[src/design/mopres_defines.svh]
`ifndef MOPRES_DEFINES_SVH
`define MOPRES_DEFINES_SVH

// Register addresses
`define MOPRES_A_WAKE 8'h1B
`define MOPRES_A_STATUS 8'h1E
`define MOPRES_A_TEMP_L 8'h20
`define MOPRES_A_TEMP_H 8'h21
`define MOPRES_A_GX_L 8'h22
`define MOPRES_A_GX_H 8'h23
`define MOPRES_A_GY_L 8'h24
`define MOPRES_A_GY_H 8'h25
`define MOPRES_A_GZ_L 8'h26
`define MOPRES_A_GZ_H 8'h27
`define MOPRES_A_AX_L 8'h28
`define MOPRES_A_AX_H 8'h29
`define MOPRES_A_AY_L 8'h2A
`define MOPRES_A_AY_H 8'h2B
`define MOPRES_A_AZ_L 8'h2C
`define MOPRES_A_AZ_H 8'h2D
`define MOPRES_A_Q_L 8'h3E
`define MOPRES_A_Q_H 8'h3F
`define MOPRES_A_FUNC 8'h53
`define MOPRES_A_ORIENT 8'h0B
`define MOPRES_A_CTRL3 8'h12
`define MOPRES_A_CTRL5 8'h14
`define MOPRES_A_CTRL6 8'h15
`define MOPRES_A_CTRL7 8'h16

// Field positions
`define MOPRES_B_ORDER 1
`define MOPRES_B_ROUND_SRC 2
`define MOPRES_F_WRAP 2:0
`define MOPRES_F_DEN 7:5
`define MOPRES_F_MAP 2:0
`define MOPRES_B_NEG_X 5
`define MOPRES_B_NEG_Y 4
`define MOPRES_B_NEG_Z 3
`define MOPRES_M_ORIENT 8'h3F

// Field codes
`define MOPRES_WRAP_NONE 3'h0
`define MOPRES_WRAP_ACC 3'h1
`define MOPRES_WRAP_GYR 3'h2
`define MOPRES_WRAP_BOTH 3'h3
`define MOPRES_DEN_EDGE 3'h4
`define MOPRES_DEN_LEVEL 3'h2
`define MOPRES_DEN_PULSE 3'h3
`define MOPRES_MAP_XZY 3'h1
`define MOPRES_MAP_YXZ 3'h2
`define MOPRES_MAP_YZX 3'h3
`define MOPRES_MAP_ZXY 3'h4

// Reset values
`define MOPRES_R_BYTE 8'h00
`define MOPRES_R_WORD 16'h0000
`define MOPRES_R_SYNC 3'h0

`endif

[src/design/mopres_pkg.sv]
package mopres_pkg;

  typedef enum logic [1:0] {
    DEN_OFF = 2'h0,
    DEN_EDGE = 2'h1,
    DEN_LEVEL = 2'h3,
    DEN_PULSE = 2'h2
  } mopres_den_t;

  typedef struct packed {
    logic [15:0] x;
    logic [15:0] y;
    logic [15:0] z;
  } mopres_axes_t;

  typedef struct packed {
    logic [7:0] wake;
    logic [7:0] status;
    logic [7:0] func;
    logic [15:0] queue;
  } mopres_src_t;

  typedef struct packed {
    logic [7:0] ctrl3;
    logic [7:0] ctrl5;
    logic [7:0] ctrl6;
    logic [7:0] ctrl7;
    logic [7:0] orient;
  } mopres_cfg_t;

  typedef struct packed {
    logic [2:0] sync;
    logic external_data_gate;
    logic armed;
    logic pulse;
    mopres_cfg_t cfg;
    mopres_axes_t gyro;
    mopres_axes_t acc;
    logic [15:0] temp;
    logic [7:0] ptr;
    logic [7:0] rdata;
  } mopres_state_t;

endpackage

[src/design/mopres_top.sv]
`timescale 1ns/1ps
`include "mopres_defines.svh"
// Overview of operation
// - Each axis sample is 16 bits split over a high and low byte register.
// - The joined high and low bytes form a two's-complement signed value.
// - Order bit 0 (reset): low byte at lower address, high byte above.
// - Order bit 1: high byte at lower address, low byte above.
// - The swap applies alike to gyro, accel and temperature pairs.
// - Gyro bytes sit at 22h..27h as XL XH YL YH ZL ZH, one wrap group.
// - Accel bytes sit at 28h..2Dh as XL XH YL YH ZL ZH, one wrap group.
// - An enabled wrap burst runs first to last register, then back to first.
// - Bursts over the queue pair 3Eh/3Fh always wrap, no enable needed.
// - Source wrap bit set: burst runs status up to 53h, then back to 1Bh.
// - Wrap field: 000 none, 001 accel, 010 gyro, 011 gyro plus accel.
// - Gate bits reset to 0; 100 edge, 010 level, 011 pulse mode.
// - Any gate mode turns the second event pin into the gate input.
// - Edge mode loads gyro data only on the sample after a rising edge.
// - Level mode writes the gate level into each gyro sample LSB.
// - Pulse mode sets gyro LSB 1 after a pulse, else clears it to 0.
// - Orientation register: map in 2:0, signs X Y Z in 5 4 3, 7:6 zero.
// - Map codes 000..100 route pitch, roll, yaw onto X, Y, Z outputs.
// - A sign bit of 1 negates that gyro axis; 0 leaves it.
module mopres_top (
  // Clock and reset
  input wire logic mclk,
  input wire logic rstn,
  // Sensor samples
  input mopres_pkg::mopres_axes_t gyro_raw,
  input wire logic gyro_valid,
  input mopres_pkg::mopres_axes_t accel_raw,
  input wire logic accel_valid,
  input wire logic [15:0] temp_raw,
  input wire logic temp_valid,
  input mopres_pkg::mopres_src_t src,
  // Register port
  input wire logic rd_start,
  input wire logic rd_next,
  input wire logic [7:0] rd_addr,
  output logic [7:0] rd_data,
  output logic [7:0] rd_ptr,
  input wire logic wr_en,
  input wire logic [7:0] wr_addr,
  input wire logic [7:0] wr_data,
  // Second event pin
  input wire logic event_level,
  input wire logic second_event_pin_i,
  output logic second_event_pin_o,
  output logic second_event_pin_oe
);

  mopres_pkg::mopres_state_t s;
  mopres_pkg::mopres_state_t next_s;
  mopres_pkg::mopres_den_t mode;
  mopres_pkg::mopres_axes_t g_map;
  mopres_pkg::mopres_axes_t g_out;
  logic rise;
  logic lsb;

  // ------------------------------------------------------------
  // Helpers
  // ------------------------------------------------------------
  function automatic mopres_pkg::mopres_den_t den_mode(input logic [7:0] c6);
    case (c6[`MOPRES_F_DEN])
      `MOPRES_DEN_EDGE: den_mode = mopres_pkg::DEN_EDGE;
      `MOPRES_DEN_LEVEL: den_mode = mopres_pkg::DEN_LEVEL;
      `MOPRES_DEN_PULSE: den_mode = mopres_pkg::DEN_PULSE;
      default: den_mode = mopres_pkg::DEN_OFF;
    endcase
  endfunction

  // Byte of a pair; even address holds low byte unless swapped
  function automatic logic [7:0] pair_byte(input logic [15:0] w,
                                           input logic a0,
                                           input logic swap);
    if (a0 ^ swap) begin
      pair_byte = w[15:8];
    end else begin
      pair_byte = w[7:0];
    end
  endfunction

  function automatic logic [7:0] next_addr(input logic [7:0] a,
                                           input mopres_pkg::mopres_cfg_t c);
    logic [2:0] w;
    w = c.ctrl5[`MOPRES_F_WRAP];
    next_addr = a + 8'h01;
    if (a == `MOPRES_A_Q_H) begin
      next_addr = `MOPRES_A_Q_L;
    end else if (c.ctrl7[`MOPRES_B_ROUND_SRC] && a == `MOPRES_A_FUNC) begin
      next_addr = `MOPRES_A_WAKE;
    end else if (a == `MOPRES_A_GZ_H && w == `MOPRES_WRAP_GYR) begin
      next_addr = `MOPRES_A_GX_L;
    end else if (a == `MOPRES_A_AZ_H && w == `MOPRES_WRAP_ACC) begin
      next_addr = `MOPRES_A_AX_L;
    end else if (a == `MOPRES_A_AZ_H && w == `MOPRES_WRAP_BOTH) begin
      next_addr = `MOPRES_A_GX_L;
    end
  endfunction

  function automatic logic [7:0] read_byte(input logic [7:0] a,
                                           input mopres_pkg::mopres_state_t st,
                                           input mopres_pkg::mopres_src_t sr);
    logic sw;
    sw = st.cfg.ctrl3[`MOPRES_B_ORDER];
    case (a)
      `MOPRES_A_WAKE: read_byte = sr.wake;
      `MOPRES_A_STATUS: read_byte = sr.status;
      `MOPRES_A_FUNC: read_byte = sr.func;
      `MOPRES_A_Q_L: read_byte = sr.queue[7:0];
      `MOPRES_A_Q_H: read_byte = sr.queue[15:8];
      `MOPRES_A_TEMP_L,
      `MOPRES_A_TEMP_H: read_byte = pair_byte(st.temp, a[0], sw);
      `MOPRES_A_GX_L,
      `MOPRES_A_GX_H: read_byte = pair_byte(st.gyro.x, a[0], sw);
      `MOPRES_A_GY_L,
      `MOPRES_A_GY_H: read_byte = pair_byte(st.gyro.y, a[0], sw);
      `MOPRES_A_GZ_L,
      `MOPRES_A_GZ_H: read_byte = pair_byte(st.gyro.z, a[0], sw);
      `MOPRES_A_AX_L,
      `MOPRES_A_AX_H: read_byte = pair_byte(st.acc.x, a[0], sw);
      `MOPRES_A_AY_L,
      `MOPRES_A_AY_H: read_byte = pair_byte(st.acc.y, a[0], sw);
      `MOPRES_A_AZ_L,
      `MOPRES_A_AZ_H: read_byte = pair_byte(st.acc.z, a[0], sw);
      `MOPRES_A_ORIENT: read_byte = st.cfg.orient;
      `MOPRES_A_CTRL3: read_byte = st.cfg.ctrl3;
      `MOPRES_A_CTRL5: read_byte = st.cfg.ctrl5;
      `MOPRES_A_CTRL6: read_byte = st.cfg.ctrl6;
      `MOPRES_A_CTRL7: read_byte = st.cfg.ctrl7;
      default: read_byte = `MOPRES_R_BYTE;
    endcase
  endfunction

  function automatic logic [15:0] signed_word(input logic [15:0] v,
                                              input logic neg);
    signed_word = neg ? 16'(~v + 16'h0001) : v;
  endfunction

  // ------------------------------------------------------------
  // Gyro path
  // ------------------------------------------------------------
  always_comb begin
    mode = den_mode(s.cfg.ctrl6);
    // Rising edge once second and third stages agree
    rise = (s.sync[1] == s.sync[2]) && s.sync[2] && !s.external_data_gate;
    g_map = gyro_raw;
    case (s.cfg.orient[`MOPRES_F_MAP])
      `MOPRES_MAP_XZY: begin
        g_map.y = gyro_raw.z;
        g_map.z = gyro_raw.y;
      end
      `MOPRES_MAP_YXZ: begin
        g_map.x = gyro_raw.y;
        g_map.y = gyro_raw.x;
      end
      `MOPRES_MAP_YZX: begin
        g_map.x = gyro_raw.z;
        g_map.y = gyro_raw.x;
        g_map.z = gyro_raw.y;
      end
      `MOPRES_MAP_ZXY: begin
        g_map.x = gyro_raw.y;
        g_map.y = gyro_raw.z;
        g_map.z = gyro_raw.x;
      end
      default: g_map = gyro_raw;
    endcase
    g_out.x = signed_word(g_map.x, s.cfg.orient[`MOPRES_B_NEG_X]);
    g_out.y = signed_word(g_map.y, s.cfg.orient[`MOPRES_B_NEG_Y]);
    g_out.z = signed_word(g_map.z, s.cfg.orient[`MOPRES_B_NEG_Z]);
    lsb = (mode == mopres_pkg::DEN_LEVEL) ? s.external_data_gate : (s.pulse | rise);
    if (mode == mopres_pkg::DEN_LEVEL || mode == mopres_pkg::DEN_PULSE) begin
      g_out.x[0] = lsb;
      g_out.y[0] = lsb;
      g_out.z[0] = lsb;
    end
  end

  // ------------------------------------------------------------
  // Next state
  // ------------------------------------------------------------
  always_comb begin
    next_s = s;
    next_s.sync = {s.sync[1:0], second_event_pin_i};
    if (s.sync[1] == s.sync[2]) begin
      next_s.external_data_gate = s.sync[2];
    end
    // Edge and pulse memory, the clear on gyro_valid beats a new edge
    next_s.armed = (mode == mopres_pkg::DEN_EDGE) && (s.armed | rise) && !gyro_valid;
    next_s.pulse = (mode == mopres_pkg::DEN_PULSE) && (s.pulse | rise) && !gyro_valid;
    if (gyro_valid) begin
      if (mode != mopres_pkg::DEN_EDGE || s.armed || rise) begin
        next_s.gyro = g_out;
      end
    end
    if (accel_valid) begin
      next_s.acc = accel_raw;
    end
    if (temp_valid) begin
      next_s.temp = temp_raw;
    end
    if (wr_en) begin
      case (wr_addr)
        `MOPRES_A_ORIENT: next_s.cfg.orient = wr_data & `MOPRES_M_ORIENT;
        `MOPRES_A_CTRL3: next_s.cfg.ctrl3 = wr_data;
        `MOPRES_A_CTRL5: next_s.cfg.ctrl5 = wr_data;
        `MOPRES_A_CTRL6: next_s.cfg.ctrl6 = wr_data;
        `MOPRES_A_CTRL7: next_s.cfg.ctrl7 = wr_data;
        default: next_s.cfg = s.cfg;
      endcase
    end
    if (rd_start) begin
      next_s.rdata = read_byte(rd_addr, s, src);
      next_s.ptr = next_addr(rd_addr, s.cfg);
    end else if (rd_next) begin
      next_s.rdata = read_byte(s.ptr, s, src);
      next_s.ptr = next_addr(s.ptr, s.cfg);
    end
  end

  always_ff @(posedge mclk or negedge rstn) begin
    if (!rstn) begin
      s.sync <= `MOPRES_R_SYNC;
      s.external_data_gate <= 1'b0;
      s.armed <= 1'b0;
      s.pulse <= 1'b0;
      s.cfg <= '0;
      s.gyro <= '0;
      s.acc <= '0;
      s.temp <= `MOPRES_R_WORD;
      s.ptr <= `MOPRES_R_BYTE;
      s.rdata <= `MOPRES_R_BYTE;
    end else begin
      s <= next_s;
    end
  end

  // ------------------------------------------------------------
  // Outputs
  // ------------------------------------------------------------
  assign rd_data = s.rdata;
  assign rd_ptr = s.ptr;
  assign second_event_pin_o = event_level;
  assign second_event_pin_oe = (mode == mopres_pkg::DEN_OFF);

  // ------------------------------------------------------------
  // Checks
  // ------------------------------------------------------------
  queue_wrap_a: assert property (@(posedge mclk) disable iff (!rstn)
    rd_next && !rd_start && s.ptr == `MOPRES_A_Q_H |=> s.ptr == `MOPRES_A_Q_L)
    else $error("queue pair did not wrap");

  source_wrap_a: assert property (@(posedge mclk) disable iff (!rstn)
    rd_next && !rd_start && s.ptr == `MOPRES_A_FUNC && s.cfg.ctrl7[`MOPRES_B_ROUND_SRC]
    |=> s.ptr == `MOPRES_A_WAKE)
    else $error("source group did not wrap");

  gyro_wrap_a: assert property (@(posedge mclk) disable iff (!rstn)
    rd_next && !rd_start && s.ptr == `MOPRES_A_GZ_H
    && s.cfg.ctrl5[`MOPRES_F_WRAP] == `MOPRES_WRAP_GYR |=> s.ptr == `MOPRES_A_GX_L)
    else $error("gyro group did not wrap");

  accel_wrap_a: assert property (@(posedge mclk) disable iff (!rstn)
    rd_next && !rd_start && s.ptr == `MOPRES_A_AZ_H
    && s.cfg.ctrl5[`MOPRES_F_WRAP] == `MOPRES_WRAP_ACC |=> s.ptr == `MOPRES_A_AX_L)
    else $error("accel group did not wrap");

  pin_dir_a: assert property (@(posedge mclk) disable iff (!rstn)
    second_event_pin_oe == (s.cfg.ctrl6[`MOPRES_F_DEN] != `MOPRES_DEN_EDGE
    && s.cfg.ctrl6[`MOPRES_F_DEN] != `MOPRES_DEN_LEVEL
    && s.cfg.ctrl6[`MOPRES_F_DEN] != `MOPRES_DEN_PULSE))
    else $error("pin direction wrong");

  edge_hold_a: assert property (@(posedge mclk) disable iff (!rstn)
    mode == mopres_pkg::DEN_EDGE && !s.armed && !rise && !wr_en |=> $stable(s.gyro))
    else $error("gyro updated without edge");

  level_lsb_a: assert property (@(posedge mclk) disable iff (!rstn)
    mode == mopres_pkg::DEN_LEVEL && gyro_valid && !wr_en
    |=> s.gyro.x[0] == $past(s.external_data_gate) && s.gyro.z[0] == $past(s.external_data_gate))
    else $error("level stamp wrong");

  swap_read_a: assert property (@(posedge mclk) disable iff (!rstn)
    rd_start && rd_addr == `MOPRES_A_GX_L && s.cfg.ctrl3[`MOPRES_B_ORDER]
    |=> rd_data == $past(s.gyro.x[15:8]))
    else $error("byte swap wrong");

  orient_zero_a: assert property (@(posedge mclk) disable iff (!rstn)
    (s.cfg.orient & ~`MOPRES_M_ORIENT) == `MOPRES_R_BYTE)
    else $error("orientation top bits set");

  plain_low_a: assert property (@(posedge mclk) disable iff (!rstn)
    rd_start && rd_addr == `MOPRES_A_GX_L && !s.cfg.ctrl3[`MOPRES_B_ORDER]
    |=> rd_data == $past(s.gyro.x[7:0]))
    else $error("low byte not at lower address");

  plain_high_a: assert property (@(posedge mclk) disable iff (!rstn)
    rd_start && rd_addr == `MOPRES_A_GX_H && !s.cfg.ctrl3[`MOPRES_B_ORDER]
    |=> rd_data == $past(s.gyro.x[15:8]))
    else $error("high byte not at upper address");

  swap_high_a: assert property (@(posedge mclk) disable iff (!rstn)
    rd_start && rd_addr == `MOPRES_A_GX_H && s.cfg.ctrl3[`MOPRES_B_ORDER]
    |=> rd_data == $past(s.gyro.x[7:0]))
    else $error("swapped upper byte wrong");

  temp_swap_a: assert property (@(posedge mclk) disable iff (!rstn)
    rd_start && rd_addr == `MOPRES_A_TEMP_L && s.cfg.ctrl3[`MOPRES_B_ORDER]
    |=> rd_data == $past(s.temp[15:8]))
    else $error("temperature swap wrong");

  accel_swap_a: assert property (@(posedge mclk) disable iff (!rstn)
    rd_next && !rd_start && s.ptr == `MOPRES_A_AX_L && s.cfg.ctrl3[`MOPRES_B_ORDER]
    |=> rd_data == $past(s.acc.x[15:8]))
    else $error("accel swap wrong");

  gyro_step_a: assert property (@(posedge mclk) disable iff (!rstn)
    rd_next && !rd_start && s.ptr == `MOPRES_A_GY_L && !s.cfg.ctrl3[`MOPRES_B_ORDER]
    |=> rd_data == $past(s.gyro.y[7:0]) && s.ptr == `MOPRES_A_GY_H)
    else $error("gyro burst step wrong");

  accel_z_a: assert property (@(posedge mclk) disable iff (!rstn)
    rd_next && !rd_start && s.ptr == `MOPRES_A_AZ_H && !s.cfg.ctrl3[`MOPRES_B_ORDER]
    |=> rd_data == $past(s.acc.z[15:8]))
    else $error("accel z high byte wrong");

  both_wrap_a: assert property (@(posedge mclk) disable iff (!rstn)
    rd_next && !rd_start && s.ptr == `MOPRES_A_AZ_H
    && s.cfg.ctrl5[`MOPRES_F_WRAP] == `MOPRES_WRAP_BOTH |=> s.ptr == `MOPRES_A_GX_L)
    else $error("joint group did not wrap");

  no_wrap_a: assert property (@(posedge mclk) disable iff (!rstn)
    rd_next && !rd_start && s.ptr == `MOPRES_A_GZ_H
    && s.cfg.ctrl5[`MOPRES_F_WRAP] == `MOPRES_WRAP_NONE |=> s.ptr == `MOPRES_A_AX_L)
    else $error("burst wrapped without enable");

  edge_arm_a: assert property (@(posedge mclk) disable iff (!rstn)
    mode == mopres_pkg::DEN_EDGE && rise && !gyro_valid |=> s.armed)
    else $error("edge not remembered");

  edge_load_a: assert property (@(posedge mclk) disable iff (!rstn)
    mode == mopres_pkg::DEN_EDGE && gyro_valid && (s.armed || rise)
    |=> s.gyro == $past(g_out))
    else $error("gyro not loaded after edge");

  pulse_flag_a: assert property (@(posedge mclk) disable iff (!rstn)
    mode == mopres_pkg::DEN_PULSE && rise && !gyro_valid |=> s.pulse)
    else $error("pulse not remembered");

  pulse_lsb_a: assert property (@(posedge mclk) disable iff (!rstn)
    mode == mopres_pkg::DEN_PULSE && gyro_valid
    |=> s.gyro.y[0] == $past(s.pulse || rise))
    else $error("pulse stamp wrong");

  pulse_clear_a: assert property (@(posedge mclk) disable iff (!rstn)
    gyro_valid |=> !s.pulse)
    else $error("pulse memory not cleared");

  gate_idle_a: assert property (@(posedge mclk) disable iff (!rstn)
    mode == mopres_pkg::DEN_OFF |=> !s.armed && !s.pulse)
    else $error("gate memory active while off");

  off_plain_a: assert property (@(posedge mclk) disable iff (!rstn)
    mode == mopres_pkg::DEN_OFF && gyro_valid && s.cfg.orient == `MOPRES_R_BYTE
    |=> s.gyro == $past(gyro_raw))
    else $error("gyro altered while gate off");

  map_yzx_a: assert property (@(posedge mclk) disable iff (!rstn)
    s.cfg.orient[`MOPRES_F_MAP] == `MOPRES_MAP_YZX
    |-> g_map.x == gyro_raw.z && g_map.y == gyro_raw.x && g_map.z == gyro_raw.y)
    else $error("axis map three wrong");

  map_zxy_a: assert property (@(posedge mclk) disable iff (!rstn)
    s.cfg.orient[`MOPRES_F_MAP] == `MOPRES_MAP_ZXY
    |-> g_map.x == gyro_raw.y && g_map.y == gyro_raw.z && g_map.z == gyro_raw.x)
    else $error("axis map four wrong");

  negate_x_a: assert property (@(posedge mclk) disable iff (!rstn)
    s.cfg.orient[`MOPRES_B_NEG_X] && mode == mopres_pkg::DEN_OFF
    |-> 16'(g_out.x + g_map.x) == `MOPRES_R_WORD)
    else $error("negated axis not opposite");

  keep_sign_a: assert property (@(posedge mclk) disable iff (!rstn)
    !s.cfg.orient[`MOPRES_B_NEG_Z] && mode == mopres_pkg::DEN_OFF
    |-> g_out.z == g_map.z)
    else $error("axis sign changed");

endmodule

[config.mk]
export PLATFORM = sky130hd
export DESIGN_NAME = mopres_top
export DESIGN_NICKNAME = d
export VERILOG_FILES = /design/src/design/mopres_pkg.sv /design/src/design/mopres_top.sv
export VERILOG_INCLUDE_DIRS = /design/src /design/src/design
export SDC_FILE = /design/constraint.sdc
export NUM_CORES = 1
export LEC_CHECK = 0
export ABC_AREA = 1
export BUFFER_PORTS_ARGS = -buffer_cell sky130_fd_sc_hd__clkbuf_2
export CAP_MARGIN = 40
export CORE_MARGIN = 8
export CORE_UTILIZATION = 35
export DETAILED_ROUTE_END_ITERATION = 6
export PLACE_DENSITY = 0.64
export SLEW_MARGIN = 20
export SYNTH_ARGS = -nofsm -noshare
export SYNTH_HDL_FRONTEND = slang
export SYNTH_SLANG_ARGS = --single-unit
[constraint.sdc]
create_clock -name mclk -period 2.05 [get_ports mclk]
set_input_delay 0.205 -clock mclk [delete_from_list [all_inputs] [get_ports mclk]]
set_output_delay 0.205 -clock mclk [all_outputs]
set_load 0.03 [all_outputs]
== Yosys cells after proc, flatten, opt, wreduce, memory -nomap -nowiden ==
Index checks and enable logic that the tools add are counted.

* Output and inout port bits: 18
* Logic and storage cells: 182
* Flip-flop bits (word level): 172

* Eq/ne operators: 68
* Add/subtract/negate cells: 5
* Reduce and logical (&&, ||, !) cells: 45
* Mux-type cells: 39
* Bitwise gates (word level): 7

{| class="wikitable"
|+ Operator list
! operator !! number
|-
| 8-bit case mux with 17 select lines || 2
|-
| 8-bit by 6-bit equality test with 1-bit output (second input constant) || 32
|-
| 8-bit two-way mux || 24
|-
| 8-bit by 5-bit equality test with 1-bit output (second input constant) || 16
|-
| 16-bit case mux with 2 select lines || 3
|-
| 16-bit two-way mux || 5
|-
| 16-bit by 1-bit adder with 16-bit output (second input constant) || 3
|-
| 16-bit NOT || 3
|-
| 2-bit OR reduction || 18
|-
| 8-bit by 4-bit equality test with 1-bit output (second input constant) || 3
|-
| 3-bit by 2-bit equality test with 1-bit output (second input constant) || 6
|-
| 8-bit by 1-bit adder with 8-bit output (second input constant) || 2
|-
| 8-bit by 7-bit equality test with 1-bit output (second input constant) || 2
|-
| 1-bit logical AND || 14
|-
| 2-bit AND reduction || 6
|-
| 3-bit by 1-bit equality test with 1-bit output (second input constant) || 2
|-
| 3-bit equality test (second input constant) || 2
|-
| 2-bit case mux with 3 select lines || 1
|-
| 2-bit equality test (second input constant) || 2
|-
| 1-bit two-way mux || 4
|-
| 1-bit logical OR || 3
|-
| 2-bit by 1-bit equality test with 1-bit output (second input constant) || 1
|-
| 1-bit logical NOT || 2
|-
| 2-bit logical NOT || 1
|-
| other kinds (5) || 7
|}

== Logic depth before layout (Yosys ltp) ==
Gate-level depths: netlist of the first run.

* Depth after elaboration: 9
* Mapped depth: 16
* Gate-level depth less buffers: 16

== Worst setup path before layout of the first run ==
No wires, ideal clock.

* Path type: register to register
* Start: register s[128] (netlist name)
* End: register s[90] (netlist name)
* Clock period less this slack: 2107 ps
* Cell stages (with the launch flop): 15
* Setup time: 133 ps
* Setup slack: -57 ps
* Arrival: 1974 ps
* Path through: dfrtp_1 -> inv_4 -> nand3_4 -> nand2_2 -> inv_2 -> buf_4 -> a21oi_2 -> ha_1 -> nand3_1 -> nor2_1 -> nand2_1 -> nand2_1 -> nand3_1 -> nand3_1 -> o21ai_0

* Word-level cells in the longest chain between the ends: 6
* Elaborated cells on any way between the ends: 8
* Classes of those cells: add/sub: 1; eq/ne: 3; mux: 2; bitwise: 1; reduce/logical: 1

{| class="wikitable"
|+ RTL lines
! item !! line !! source
|-
| from (decl) || mopres_top.sv:51 || <nowiki>mopres_pkg::mopres_state_t s;</nowiki>
|-
| from (signal assigned) || mopres_top.sv:234 || <nowiki>s <= next_s;</nowiki>
|-
| 3-bit by 2-bit equality test with 1-bit output / 3-bit by 1-bit equality test with 1-bit output (equally long branches) || mopres_top.sv:147 || <nowiki>case (s.cfg.orient[`MOPRES_F_MAP])</nowiki>
|-
| 2-bit OR reduction (no line) || -- ||
|-
| 16-bit case mux with 2 select lines (*) || mopres_top.sv:147 ||
|-
| 16-bit NOT || mopres_top.sv:136 || <nowiki>signed_word = neg ? 16'(~v + 16'h0001) : v;</nowiki>
|-
| 16-bit by 1-bit adder with 16-bit output || mopres_top.sv:136 ||
|-
| 16-bit two-way mux (*) || mopres_top.sv:136 ||
|}

Mark *: on every way between the ends. The rest lies on a longest branch, timed or not.
A chain may end at the register's enable or synchronous reset.

== Worst setup path in the final report of the first run ==
* Start: register s[130] (netlist name)
* End: register s[117] (netlist name)

* Word-level cells in the longest chain between the ends: 6
* Elaborated cells on any way between the ends: 8
* Classes of those cells: add/sub: 1; eq/ne: 3; mux: 2; bitwise: 1; reduce/logical: 1

{| class="wikitable"
|+ RTL lines
! item !! line
|-
| 3-bit equality test / 3-bit by 2-bit equality test with 1-bit output (equally long branches) || mopres_top.sv:147
|-
| 2-bit OR reduction (no line) || --
|-
| 16-bit case mux with 2 select lines (*) || mopres_top.sv:147
|-
| 16-bit NOT || mopres_top.sv:136
|-
| 16-bit by 1-bit adder with 16-bit output || mopres_top.sv:136
|-
| 16-bit two-way mux (*) || mopres_top.sv:136
|}

Marked as above.

==> results by group, run 1 <==
Yosys
  • Number of synthesized flops with an enable pin: 0
  • Yosys cell types: 45
  • Main synth FF type: dfrtp_1
  • Post-synthesis sequential area ratio: 32.8%
  • Synthesized net count: 2,341
  • Syn_area_per_cell: 6.13 um^2
  • Ys async rst share: 100%
  • Top cells by area, synth: dfrtp_1 (33%), nand2_1 (19%), o21ai_0 (9.5%)
  • Synth Instances: 2,143
  • Yosys top cell by area: dfrtp_1
  • Mapped Area: 13,100 um^2
  • Seq cells post-synth: 172
  • Top cell type's share of synthesized area: 32.8%
  • Warnings, synthesis: 0

Critical path
  • Arrival @ worst endpoint: 2.62 ns
  • Critical Path RT: 2.44 ns
  • CP endpoint kind: register
  • Crit Reg-Reg Endpoint: s[117]
  • Worst Setup SP: s[130]
  • CP Class: reg -> reg
  • Reg2reg setup slack: -0.18 ns
  • RR Startpoint: s[130]
  • Crit path launch type: register
  • Worst Reg-to-Reg Cells: 12
  • CP Max Fanout: 5

Die
  • Initial Util: 35.2%
  • Core Box Area: 37,300 um^2
  • Die ar.: 44,000 um^2
  • Die W: 210 um
  • Placement row count: 71
  • I/O pin cnt: 204
  • Die Y: 210 um

STA
  • Hold_ws: -0.00161 ns
  • Final setup viols: 32
  • Headroom to the max-slew limit: 41.5%
  • Fmax achieved: 449 MHz
  • Slew @ Worst Pin: 0.874 ns
  • Final hold vios: 1
  • Post-layout min period: 2.23 ns
  • RSZ-0062 raised after global routing: true
  • Max Clock Skew: 0.0188 ns
  • Final Slew Violations: 0
  • Post-route setup slack: -0.177 ns
  • Crit share post-route: 109%

Detailed routing
  • Via/cell ratio: 5.22
  • DR iter-0 viols: 1,643
  • DRC errors left: 0
  • WL final: 60,300 um
  • Via count: 16,440
  • First-pass DRT Iterations: 6
  • WL per Instance: 19.1 um
  • Antenna Nets Post-Route: 0

Run status
  • Failing checks: hold timing, setup timing
  • Status: complete, but fails checks

Finish
  • Fin cells: 3,151
  • Antenna diodes: 0
  • Layout cells sized above 1: 31.8%
  • Layout area overhead: 51.4%
  • Layout fillers: 3,663
  • Nets: 2,862

GRT
  • GRT overflow: 0
  • First-pass GRT wire length: 88,200 um
  • Vias in the first global route: 15,777
  • Total GRT Usage: 25.6%
  • Initial antenna violation count: 0
  • Largest net degree at the start of global routing: 54

Min path
  • Hold Path Sink: s[26]
  • Number of cells on the worst hold path: 3
  • Hold Crit Start: temp_raw[10]
  • Hold Path Class: in -> reg

Placement
  • Gpl congestion: 1.03
  • Buffers on Ports: 201
  • Placed insts: 2,992
  • Detailed Place HPWL: 45,800 um

CTS
  • Clk_lat worst skew: 0.45 ns
  • Clock Path Buffers: 2
  • CTS Root Cell: clkbuf_16
  • Total CTS buffers: 17
  • Clk pin slew, worst setup/hold paths: 0.08 ns
  • H-tree level count: 4
  • Clock Sinks: 172
  • CTS tree: yes

Pwr
  • Power per Cell Area: 573 nW/um^2
  • Peak supply drop: 519 uV
  • Tot Pwr: 0.0114 W
  • P_leak: 10.2 nW

Flow run
  • Number of max-cap violations: 0
[flip-flops by register name, summed over array words and instances, names as in the netlist]
register,count
s,154
rd_data,8
rd_ptr,8
next_s,2
[cell usage in the layout (no fill, tap or decap), types with 40 or more instances in the layout]
cell and instances:
a21oi_1 48, buf_4 243, buf_6 40, clkbuf_2 200
dfrtp_1 166, dlygate4sd3_1 61, inv_1 240, nand2_1 619
nand2_2 45, nand3_1 114, nor2_1 253, o21ai_0 163
o21ai_1 57
[how the worst max path moves through the flow]
stage	endpoint	depth (start not counted)	slack (ns)
after floorplan	s[126]	13	0.008
after global placement	s[124]	12	-0.36
after detailed placement	s[124]	14	-0.32
after CTS	s[108]	14	-0.11
after global routing	s[104]	15	-0.28
final	s[117]	12	-0.18
[cell families (layout without fill, tap and decap cells)]
| family | count (synthesis) | after routing | synth area share (%) |
|---|---|---|---|
| and+or+nand+nor | 1190 | 1192 | 37.0 |
| DFF | 172 | 172 | 32.8 |
| buffers and inverters | 348 | 880 | 10.7 |
| muxes | 15 | 15 | 1.29 |
| xor gates and xnor gates | 22 | 22 | 1.47 |
| adders and majority gates | 12 | 12 | 1.14 |
| AOI/OAI and AO/OA | 384 | 384 | 15.6 |
[critical path: stages (launching register included)]
cell and delay, ns:
dfrtp_2 0.49, buf_6 0.14, nand2_4 0.06, o21ai_4 0.22, buf_6 0.14, nor2_1 0.04, nor2_2 0.20, nand3_2 0.12
or2_2 0.30, nand2_1 0.08, or2_2 0.12, nand3_1 0.14, nand2_1 0.10
[layer usage]
metal  part of all wire [%]  vias up  GRT usage, %
met5                      0        -             0
met4                    4.8        0          11.2
met3                    7.2      134          4.30
met2                     47      782          43.2
met1                     41     7658          31.8
li1                       -     7866             -
[power by group]
| group | internal, W | total (W) | switching (W) |
|---|---|---|---|
| Combinational | 0.00178 | 0.00411 | 0.00233 |
| Sequential | 0.00371 | 0.00404 | 0.000326 |
| Clock | 0.00162 | 0.00325 | 0.00163 |
[cell usage after synthesis (3+ instances only)]
cell type / instances
a31oi_1: 4
o21ai_0: 250
nor2_2: 7
clkinv_1: 3
ha_1: 12
buf_4: 21
inv_1: 257
nand4_1: 18
nand3_1: 137
xor2_1: 19
inv_2: 5
nor2_1: 301
nand2_1: 680
o22ai_1: 26
nor2_4: 3
buf_2: 10
mux2_2: 15
clkbuf_1: 48
nand2_4: 3
or2_2: 6
a21oi_1: 60
dfrtp_1: 172
o211ai_1: 14
nand2_2: 5
a21oi_2: 3
nand3b_1: 5
o21ai_1: 13
xnor2_1: 3
nor4_1: 3
a22oi_1: 4
nor3_1: 16
[per-stage QoR]
stage / worst slack, ns / setup TNS, ns / area, um^2 / utilization, %
finish: -0.177 / -2.83 / 19900 / 53.3
global route: -0.279 / -7.40 / 19900 / 53.3
CTS: -0.114 / -1.90 / 18300 / 49.1
detailed placement: -0.324 / -8.71 / 16400 / 44.0
global placement: -0.362 / -9.10 / 16400 / 44.0
floorplan: 0.00815 / 0 / 13100 / -
[cell type report]
class | instances | area (um^2) | area share (%)
clock buffers | 17 | 425 | 2.14
well taps | 474 | 593 | 2.98
inverters | 266 | 1050 | 5.28
clock inverters | 15 | 155 | 0.780
repair buffers | 582 | 4720 | 23.7
flip-flops and latches | 172 | 4310 | 21.7
multi-input cells | 1625 | 8640 | 43.4
[repair_timing]
item	CTS	global route
setup buffers	17	33
resized for setup	172	295
pin swaps	40	115
hold buffers	61	0
cloned	3	17
setup endpoints to repair	48	52
endpoints found under the hold margin	108	0
Note: power is estimated with default switching activity, not from simulation.
==> run 2: changes to the inputs <==
Settings changed: PLACE_DENSITY 0.64 to 0.62.
Clock period 2.05 ns to 2.5 ns, I/O delays scaled along.
==> run 2 against run 1 <==
Effect of this change: the flow now finishes without violations; total power decreased by 26%; clock power fell by 10%; utilization is 10 points lower; sequential share of layout area up 5.0 points; via count decreased by 8.8%; non-clock buffer count down 253; critical path depth grew 1; global-route usage shrank 0.37 points; wire length is 6.7% lower; combinational power fell by 44%.
==> results by group, run 2 (synthesis gave the netlist of run 1 again) <==
STA
  • Crit share post-route: 95.0% (was 109%)
  • Final setup viols: 0 (was 32)
  • Max Clock Skew: 0.0113 ns (was 0.0188 ns)
  • Setup TNS: 0 ns (was -2.83 ns)
  • Final hold vios: 0 (was 1)
  • Headroom to the max-slew limit: 48.2% (was 41.5%)
  • Fmax achieved: 421 MHz (was 449 MHz)
  • RSZ-0062 raised after global routing: true (unchanged)
  • Final Slew Violations: 0 (unchanged)
  • Hold_ws: 0.00772 ns (was -0.00161 ns)
  • Post-route setup slack: 0.126 ns (was -0.177 ns)
  • Post-layout min period: 2.37 ns (was 2.23 ns)
  • Slew @ Worst Pin: 0.777 ns (was 0.874 ns)

GRT
  • GRT overflow: 0 (unchanged)
  • Initial antenna violation count: 0 (unchanged)
  • First-pass GRT wire length: 85,700 um (was 88,200 um)
  • Largest net degree at the start of global routing: 58 (was 54)
  • Total GRT Usage: 25.2% (was 25.6%)
  • Vias in the first global route: 14,533 (was 15,777)

Critical path
  • Worst Setup SP: rd_ptr[0] (was s[130])
  • Arrival @ worst endpoint: 2.73 ns (was 2.62 ns)
  • CP Class: reg -> reg (unchanged)
  • Critical Path RT: 2.85 ns (was 2.44 ns)
  • CP endpoint kind: register (unchanged)
  • CP Max Fanout: 8 (was 5)
  • Worst Reg-to-Reg Cells: 13 (was 12)
  • Crit Reg-Reg Endpoint: rd_data[0] (was s[117])
  • RR Startpoint: rd_ptr[0] (was s[130])
  • Reg2reg setup slack: 0.13 ns (was -0.18 ns)
  • Crit path launch type: register (unchanged)

Finish
  • Area of the multi-input gates: 7510 um^2 (was 8640 um^2)
  • Reg with most FFs: s (unchanged)
  • Layout fillers: 4,059 (was 3,663)
  • Commonest cells after routing, fill and taps aside: nand2_1 (676), nor2_1 (291), inv_1 (257) (was nand2_1 (619), nor2_1 (253), buf_4 (243))
  • FF/Latch Area: 4310 um^2 (about the same)
  • Layout area overhead: 23.0% (was 51.4%)
  • Max reg flops: 154 (unchanged)
  • Nets: 2,607 (was 2,862)
  • Post-route cell area: 16,200 um^2 (was 19,900 um^2)
  • Layout cells sized above 1: 17.5% (was 31.8%)
  • Antenna diodes: 0 (unchanged)
  • Most common cell after layout, fill and taps aside: nand2_1 (unchanged)

Run status
  • Status: finished, final reports clean (was complete, but fails checks)

Detailed routing
  • WL per Instance: 19.4 um (was 19.1 um)
  • WL final: 56,300 um (was 60,300 um)
  • First-pass DRT Iterations: 5 (was 6)
  • DRC errors left: 0 (unchanged)
  • Via count: 14,988 (was 16,440)
  • DR iter-0 viols: 1,295 (was 1,643)
  • Antenna Nets Post-Route: 0 (unchanged)
  • Via/cell ratio: 5.18 (was 5.22)

Die
  • Die Y: 210 um (unchanged)
  • Core Box Area: 37,300 um^2 (unchanged)
  • Placement row count: 71 (unchanged)
  • Die ar.: 44,000 um^2 (unchanged)
  • I/O pin cnt: 204 (unchanged)
  • Initial Util: 35.2% (unchanged)
  • Die W: 210 um (unchanged)

Placement
  • Cell Area, Placed: 15,300 um^2 (was 16,400 um^2)
  • Buffers on Ports: 201 (unchanged)
  • Detailed Place HPWL: 45,900 um (was 45,800 um)
  • Pre-CTS setup slack: -0.0195 ns (was -0.324 ns)
  • Gpl congestion: 0.963 (was 1.03)

Pwr
  • Power per Cell Area: 525 nW/um^2 (was 573 nW/um^2)
  • Combinational share of power: 27.1% (was 36.0%)
  • Net Switching: 0.00301 W (was 0.00429 W)
  • Clock share of power: 34.4% (was 28.5%)
  • Seq pwr share: 38.5% (was 35.4%)
  • P_leak: 8.51 nW (was 10.2 nW)
  • Peak supply drop: 390 uV (was 519 uV)
  • Int Pwr: 0.00548 W (was 0.00712 W)
  • Net Sw Frac: 35.4% (was 37.6%)

CTS
  • Clk_lat worst skew: 0.46 ns (was 0.45 ns)
  • Clock Path Buffers: 2 (unchanged)
  • Total CTS buffers: 17 (unchanged)
  • H-tree level count: 4 (unchanged)
  • Clock Sinks: 172 (unchanged)
  • CTS Root Cell: clkbuf_16 (unchanged)
  • CTS tree: yes (unchanged)
  • Clk pin slew, worst setup/hold paths: 0.08 ns (about the same)

Flow run
  • Number of max-cap violations: 0 (unchanged)

Min path
  • Hold Path Sink: s[76] (was s[26])
  • Hold Path Class: in -> reg (unchanged)
  • Number of cells on the worst hold path: 3 (unchanged)
  • Hold Crit Start: accel_raw[44] (was temp_raw[10])
run 2: cell types whose count changed in the layout (fill, tap and decap cells not counted), moves of 18 or more:
cell and change:
buf_4 -136, buf_6 -38, dlygate4sd3_1 -52, nand2_1 +57, nand2_2 -38, nand3_1 +23
nand3_2 -18, nor2_1 +38, nor2_2 -20, nor2_4 -19, o21ai_0 +87, o21ai_1 -45
o21ai_2 -32
run 2: worst max-delay path, stage by stage, from the launching register on:
cell	delay, ns
dfrtp_1	0.44
ha_1	0.23
inv_1	0.16
nor3_1	0.11
nand2_1	0.28
nor2_1	0.07
nor3_1	0.34
nand3_1	0.24
nor2_1	0.13
nand2_1	0.06
nand2_1	0.05
nand2_1	0.05
nand2_1	0.05
nand2_1	0.05
run 2: worst max-delay path by stage:
stage | end | slack, ns
final | rd_data[0] | 0.13
after global routing | s[90] | -0.01
after CTS | s[90] | 0.05
after detailed placement | s[124] | -0.02
after global placement | s[125] | -0.03
after floorplan | s[90] | 0.39
run 2: final cells by class:
type                       count  share of cell area (%)
clock buffer                  20                    2.76
clock inverter                12                    1.11
inverter                     266                    6.25
multi-input combinational   1623                    46.4
sequential                   172                    26.6
tap                          474                    3.67
timing repair buffer         329                    13.1
run 2: layer usage:
metal | GRT usage (%) | routed length, um
met4 | 8.17 | 1670
met5 | 0 | 0
met1 | 31.8 | 24100
met3 | 3.88 | 3440
met2 | 43.6 | 27100
run 2: metrics by stage:
stage | instances | power [W] | util [%]
finish | 2896 | 0.00849 | 43.3
global route | 2896 | 0.00891 | 43.3
CTS | 2888 | 0.00849 | 42.9
detailed placement | 2847 | 0.00555 | 41.0
global placement | 2846 | 0.00554 | 40.9
floorplan | 2143 | 0.00457 | -
run 2: timing repair:
item	CTS	global route
resized for setup	6	23
setup endpoints to repair	8	29
hold endpoints to repair	62	0
pin swaps	0	2
buffers inserted	0	7
hold buffers	9	0
run 2: power by group through the flow:
| stage | combinational, W | sequential (W) | clock (W) |
|---|---|---|---|
| 6_report | 0.00230 | 0.00327 | 0.00292 |
| 5_1_grt | 0.00256 | 0.00330 | 0.00305 |
| 4_1_cts | 0.00227 | 0.00326 | 0.00295 |
| 3_5_place_dp | 0.00224 | 0.00331 | 0 |
| 3_3_place_gp | 0.00223 | 0.00330 | 0 |
| 2_1_floorplan | 0.00134 | 0.00322 | 0 |
==> run 3: changes to the inputs <==
Settings changed: CORE_ASPECT_RATIO set to 0.75, PLACE_DENSITY 0.62 to not set.
==> run 3 against run 2 <==
Effect of this change: combinational power increased by 2%; setup slack improved by 0.0011 ns; via count is 2.0% higher; critical path type unchanged; largest cell class unchanged.
==> results by group, run 3 (synthesis gave the netlist of run 1 again) <==
STA
  • Headroom to the max-slew limit: 48.4% (was 48.2%)
  • Slew @ Worst Pin: 0.774 ns (was 0.777 ns)
  • Post-layout min period: 2.37 ns (about the same)
  • Final Slew Violations: 0 (unchanged)
  • Fmax achieved: 421 MHz (about the same)
  • Final hold vios: 0 (unchanged)
  • Final setup viols: 0 (unchanged)
  • Crit share post-route: 94.9% (was 95.0%)
  • Max Clock Skew: 0.0219 ns (was 0.0113 ns)

Detailed routing
  • DRC errors left: 0 (unchanged)
  • DR iter-0 viols: 1,686 (was 1,295)
  • WL per Instance: 19.7 um (was 19.4 um)
  • Antenna Nets Post-Route: 0 (unchanged)
  • Via count: 15,283 (was 14,988)
  • Via/cell ratio: 5.21 (was 5.18)
  • WL final: 57,700 um (was 56,300 um)
  • First-pass DRT Iterations: 5 (unchanged)

Flow run
  • Number of max-cap violations: 0 (unchanged)

Min path
  • Hold Crit Start: temp_raw[11] (was accel_raw[44])
  • Hold Path Class: in -> reg (unchanged)

Critical path
  • CP Max Fanout: 5 (was 8)
  • RR Startpoint: rd_ptr[0] (unchanged)
  • Largest incremental delay on the critical path: 0.42 ns (was 0.44 ns)
  • Worst Setup SP: rd_ptr[0] (unchanged)
  • Worst path cell trace: inv_2, ha_1, inv_1, nor2_1, buf_4, nand2_1, inv_1, buf_4, nand2_1, nand2_1, a21oi_2, nand3b_1, nor2_1, nand2_1, nand2_1, nand2_1, nand2_1, nand2_1 (was ha_1, inv_1, nor3_1, nand2_1, nor2_1, nor3_1, nand3_1, nor2_1, nand2_1, nand2_1, nand2_1, nand2_1, nand2_1)
  • Critical Path RT: 2.85 ns (about the same)
  • CP Class: reg -> reg (unchanged)
  • Crit path launch type: register (unchanged)
  • CP endpoint kind: register (unchanged)
  • Slowest CP cell: dfrtp_2 (was dfrtp_1)
  • Arrival @ worst endpoint: 2.73 ns (about the same)
  • Worst path most repeated cell: nand2_1 (unchanged)

Finish
  • Commonest cells after routing, fill and taps aside: nand2_1 (674), nor2_1 (295), inv_1 (256) (was nand2_1 (676), nor2_1 (291), inv_1 (257))
  • Max reg flops: 154 (unchanged)
  • Most common cell after layout, fill and taps aside: nand2_1 (unchanged)
  • Layout cells sized above 1: 17.0% (was 17.5%)
  • Layout area overhead: 24.1% (was 23.0%)
  • Post-route cell area: 16,300 um^2 (was 16,200 um^2)
  • Antenna diodes: 0 (unchanged)
  • Nets: 2,612 (was 2,607)
  • Core Util, Final: 44.1% (was 43.3%)
  • Reg with most FFs: s (unchanged)

Placement
  • Gpl congestion: 0.983 (was 0.963)
  • Cell Area, Placed: 15,200 um^2 (was 15,300 um^2)
  • Buffers on Ports: 201 (unchanged)
  • Detailed Place HPWL: 46,600 um (was 45,900 um)

GRT
  • Largest net degree at the start of global routing: 84 (was 58)
  • Vias in the first global route: 14,255 (was 14,533)
  • GRT overflow: 0 (unchanged)
  • First-pass GRT wire length: 86,300 um (was 85,700 um)
  • Total GRT Usage: 25.7% (was 25.2%)
  • Initial antenna violation count: 0 (unchanged)

CTS
  • Clk_lat worst skew: 0.47 ns (was 0.46 ns)
  • CTS tree: yes (unchanged)
  • Total CTS buffers: 17 (unchanged)
  • H-tree level count: 4 (unchanged)
  • Clock Path Buffers: 2 (unchanged)
  • CTS Root Cell: clkbuf_16 (unchanged)
  • Clk pin slew, worst setup/hold paths: 0.07 ns (was 0.08 ns)
  • Clock Sinks: 172 (unchanged)

Pwr
  • Peak supply drop: 407 uV (was 390 uV)
  • Power per Cell Area: 509 nW/um^2 (was 525 nW/um^2)
  • P_leak: 8.51 nW (about the same)

Run status
  • Status: finished, final reports clean (unchanged)

Die
  • Die W: 240 um (was 210 um)
  • I/O pin cnt: 204 (unchanged)
  • Die Y: 184 um (was 210 um)
  • Die ar.: 44,100 um^2 (was 44,000 um^2)
  • Placement row count: 61 (was 71)
  • Core Box Area: 37,000 um^2 (was 37,300 um^2)
  • Initial Util: 35.5% (was 35.2%)
[run 3: final cells by class]
cell class              count  area [um^2]
flip-flops and latches    172         4310
fillers                  3992        20700
clock buffers              20          457
repair buffers            333         2210
multi-input cells        1624         7560
well taps                 504          631
clock inverters            12          124
inverters                 266         1010
[run 3: power breakdown]
| group | total, W | switching, W | internal (W) | leakage (nW) |
|---|---|---|---|---|
| clock network | 0.00267 | 0.00130 | 0.00137 | 0.282 |
| registers | 0.00327 | 0.000227 | 0.00304 | 2.15 |
| logic | 0.00235 | 0.00155 | 0.000806 | 6.08 |
| total | 0.00830 | 0.00308 | 0.00522 | 8.51 |
[run 3: worst paths after layout]
path	to	cells after the start	slack [ns]
max in group asynchronous	rd_ptr[0]	3	1.45
max	rd_data[4]	18	0.13
min reg2reg	next_s[173]	0	0.35
min in group asynchronous	s[130]	2	0.33
min	s[27]	3	0.005
max reg2reg	rd_data[4]	18	0.13
[run 3: stage by stage]
stage / TNS, ns / std cells / hold WS [ns] / power [W] / setup slack, ns
after floorplan: 0 / 2143 / -0.0456 / 0.00457 / 0.393
after global placement: 0 / 2858 / 0.285 / 0.00551 / 0.0102
after detailed placement: 0 / 2858 / 0.292 / 0.00552 / 0.0464
after CTS: 0 / 2922 / 0.000600 / 0.00824 / 0.0219
after global routing: -0.0278 / 2931 / 0.0107 / 0.00873 / -0.0157
final: 0 / 2931 / 0.00523 / 0.00830 / 0.127
[run 3: layer usage]
metal,routed length (um),up-vias,track usage [%]
met1,28500,7215,40.6
met3,5340,61,4.57
met2,23000,655,35.5
li1,-,7352,-
met4,832,0,5.07
met5,0,-,0
[run 3: worst max-delay path, delay by kind of cell (launching register included)]
family,cells,cell delay [ns]
AND/OR/NAND/NOR,11,0.92
buffers and inverters,5,0.54
flip-flops,1,0.42
adder cells (fa/ha/maj),1,0.21
AO/OA/AOI/OAI,1,0.17
[run 3: timing repair]
item,CTS,global route
endpoints found under the hold margin,78,0
resized for setup,0,37
buffers inserted,0,7
setup endpoints to repair,0,31
hold buffers,32,0
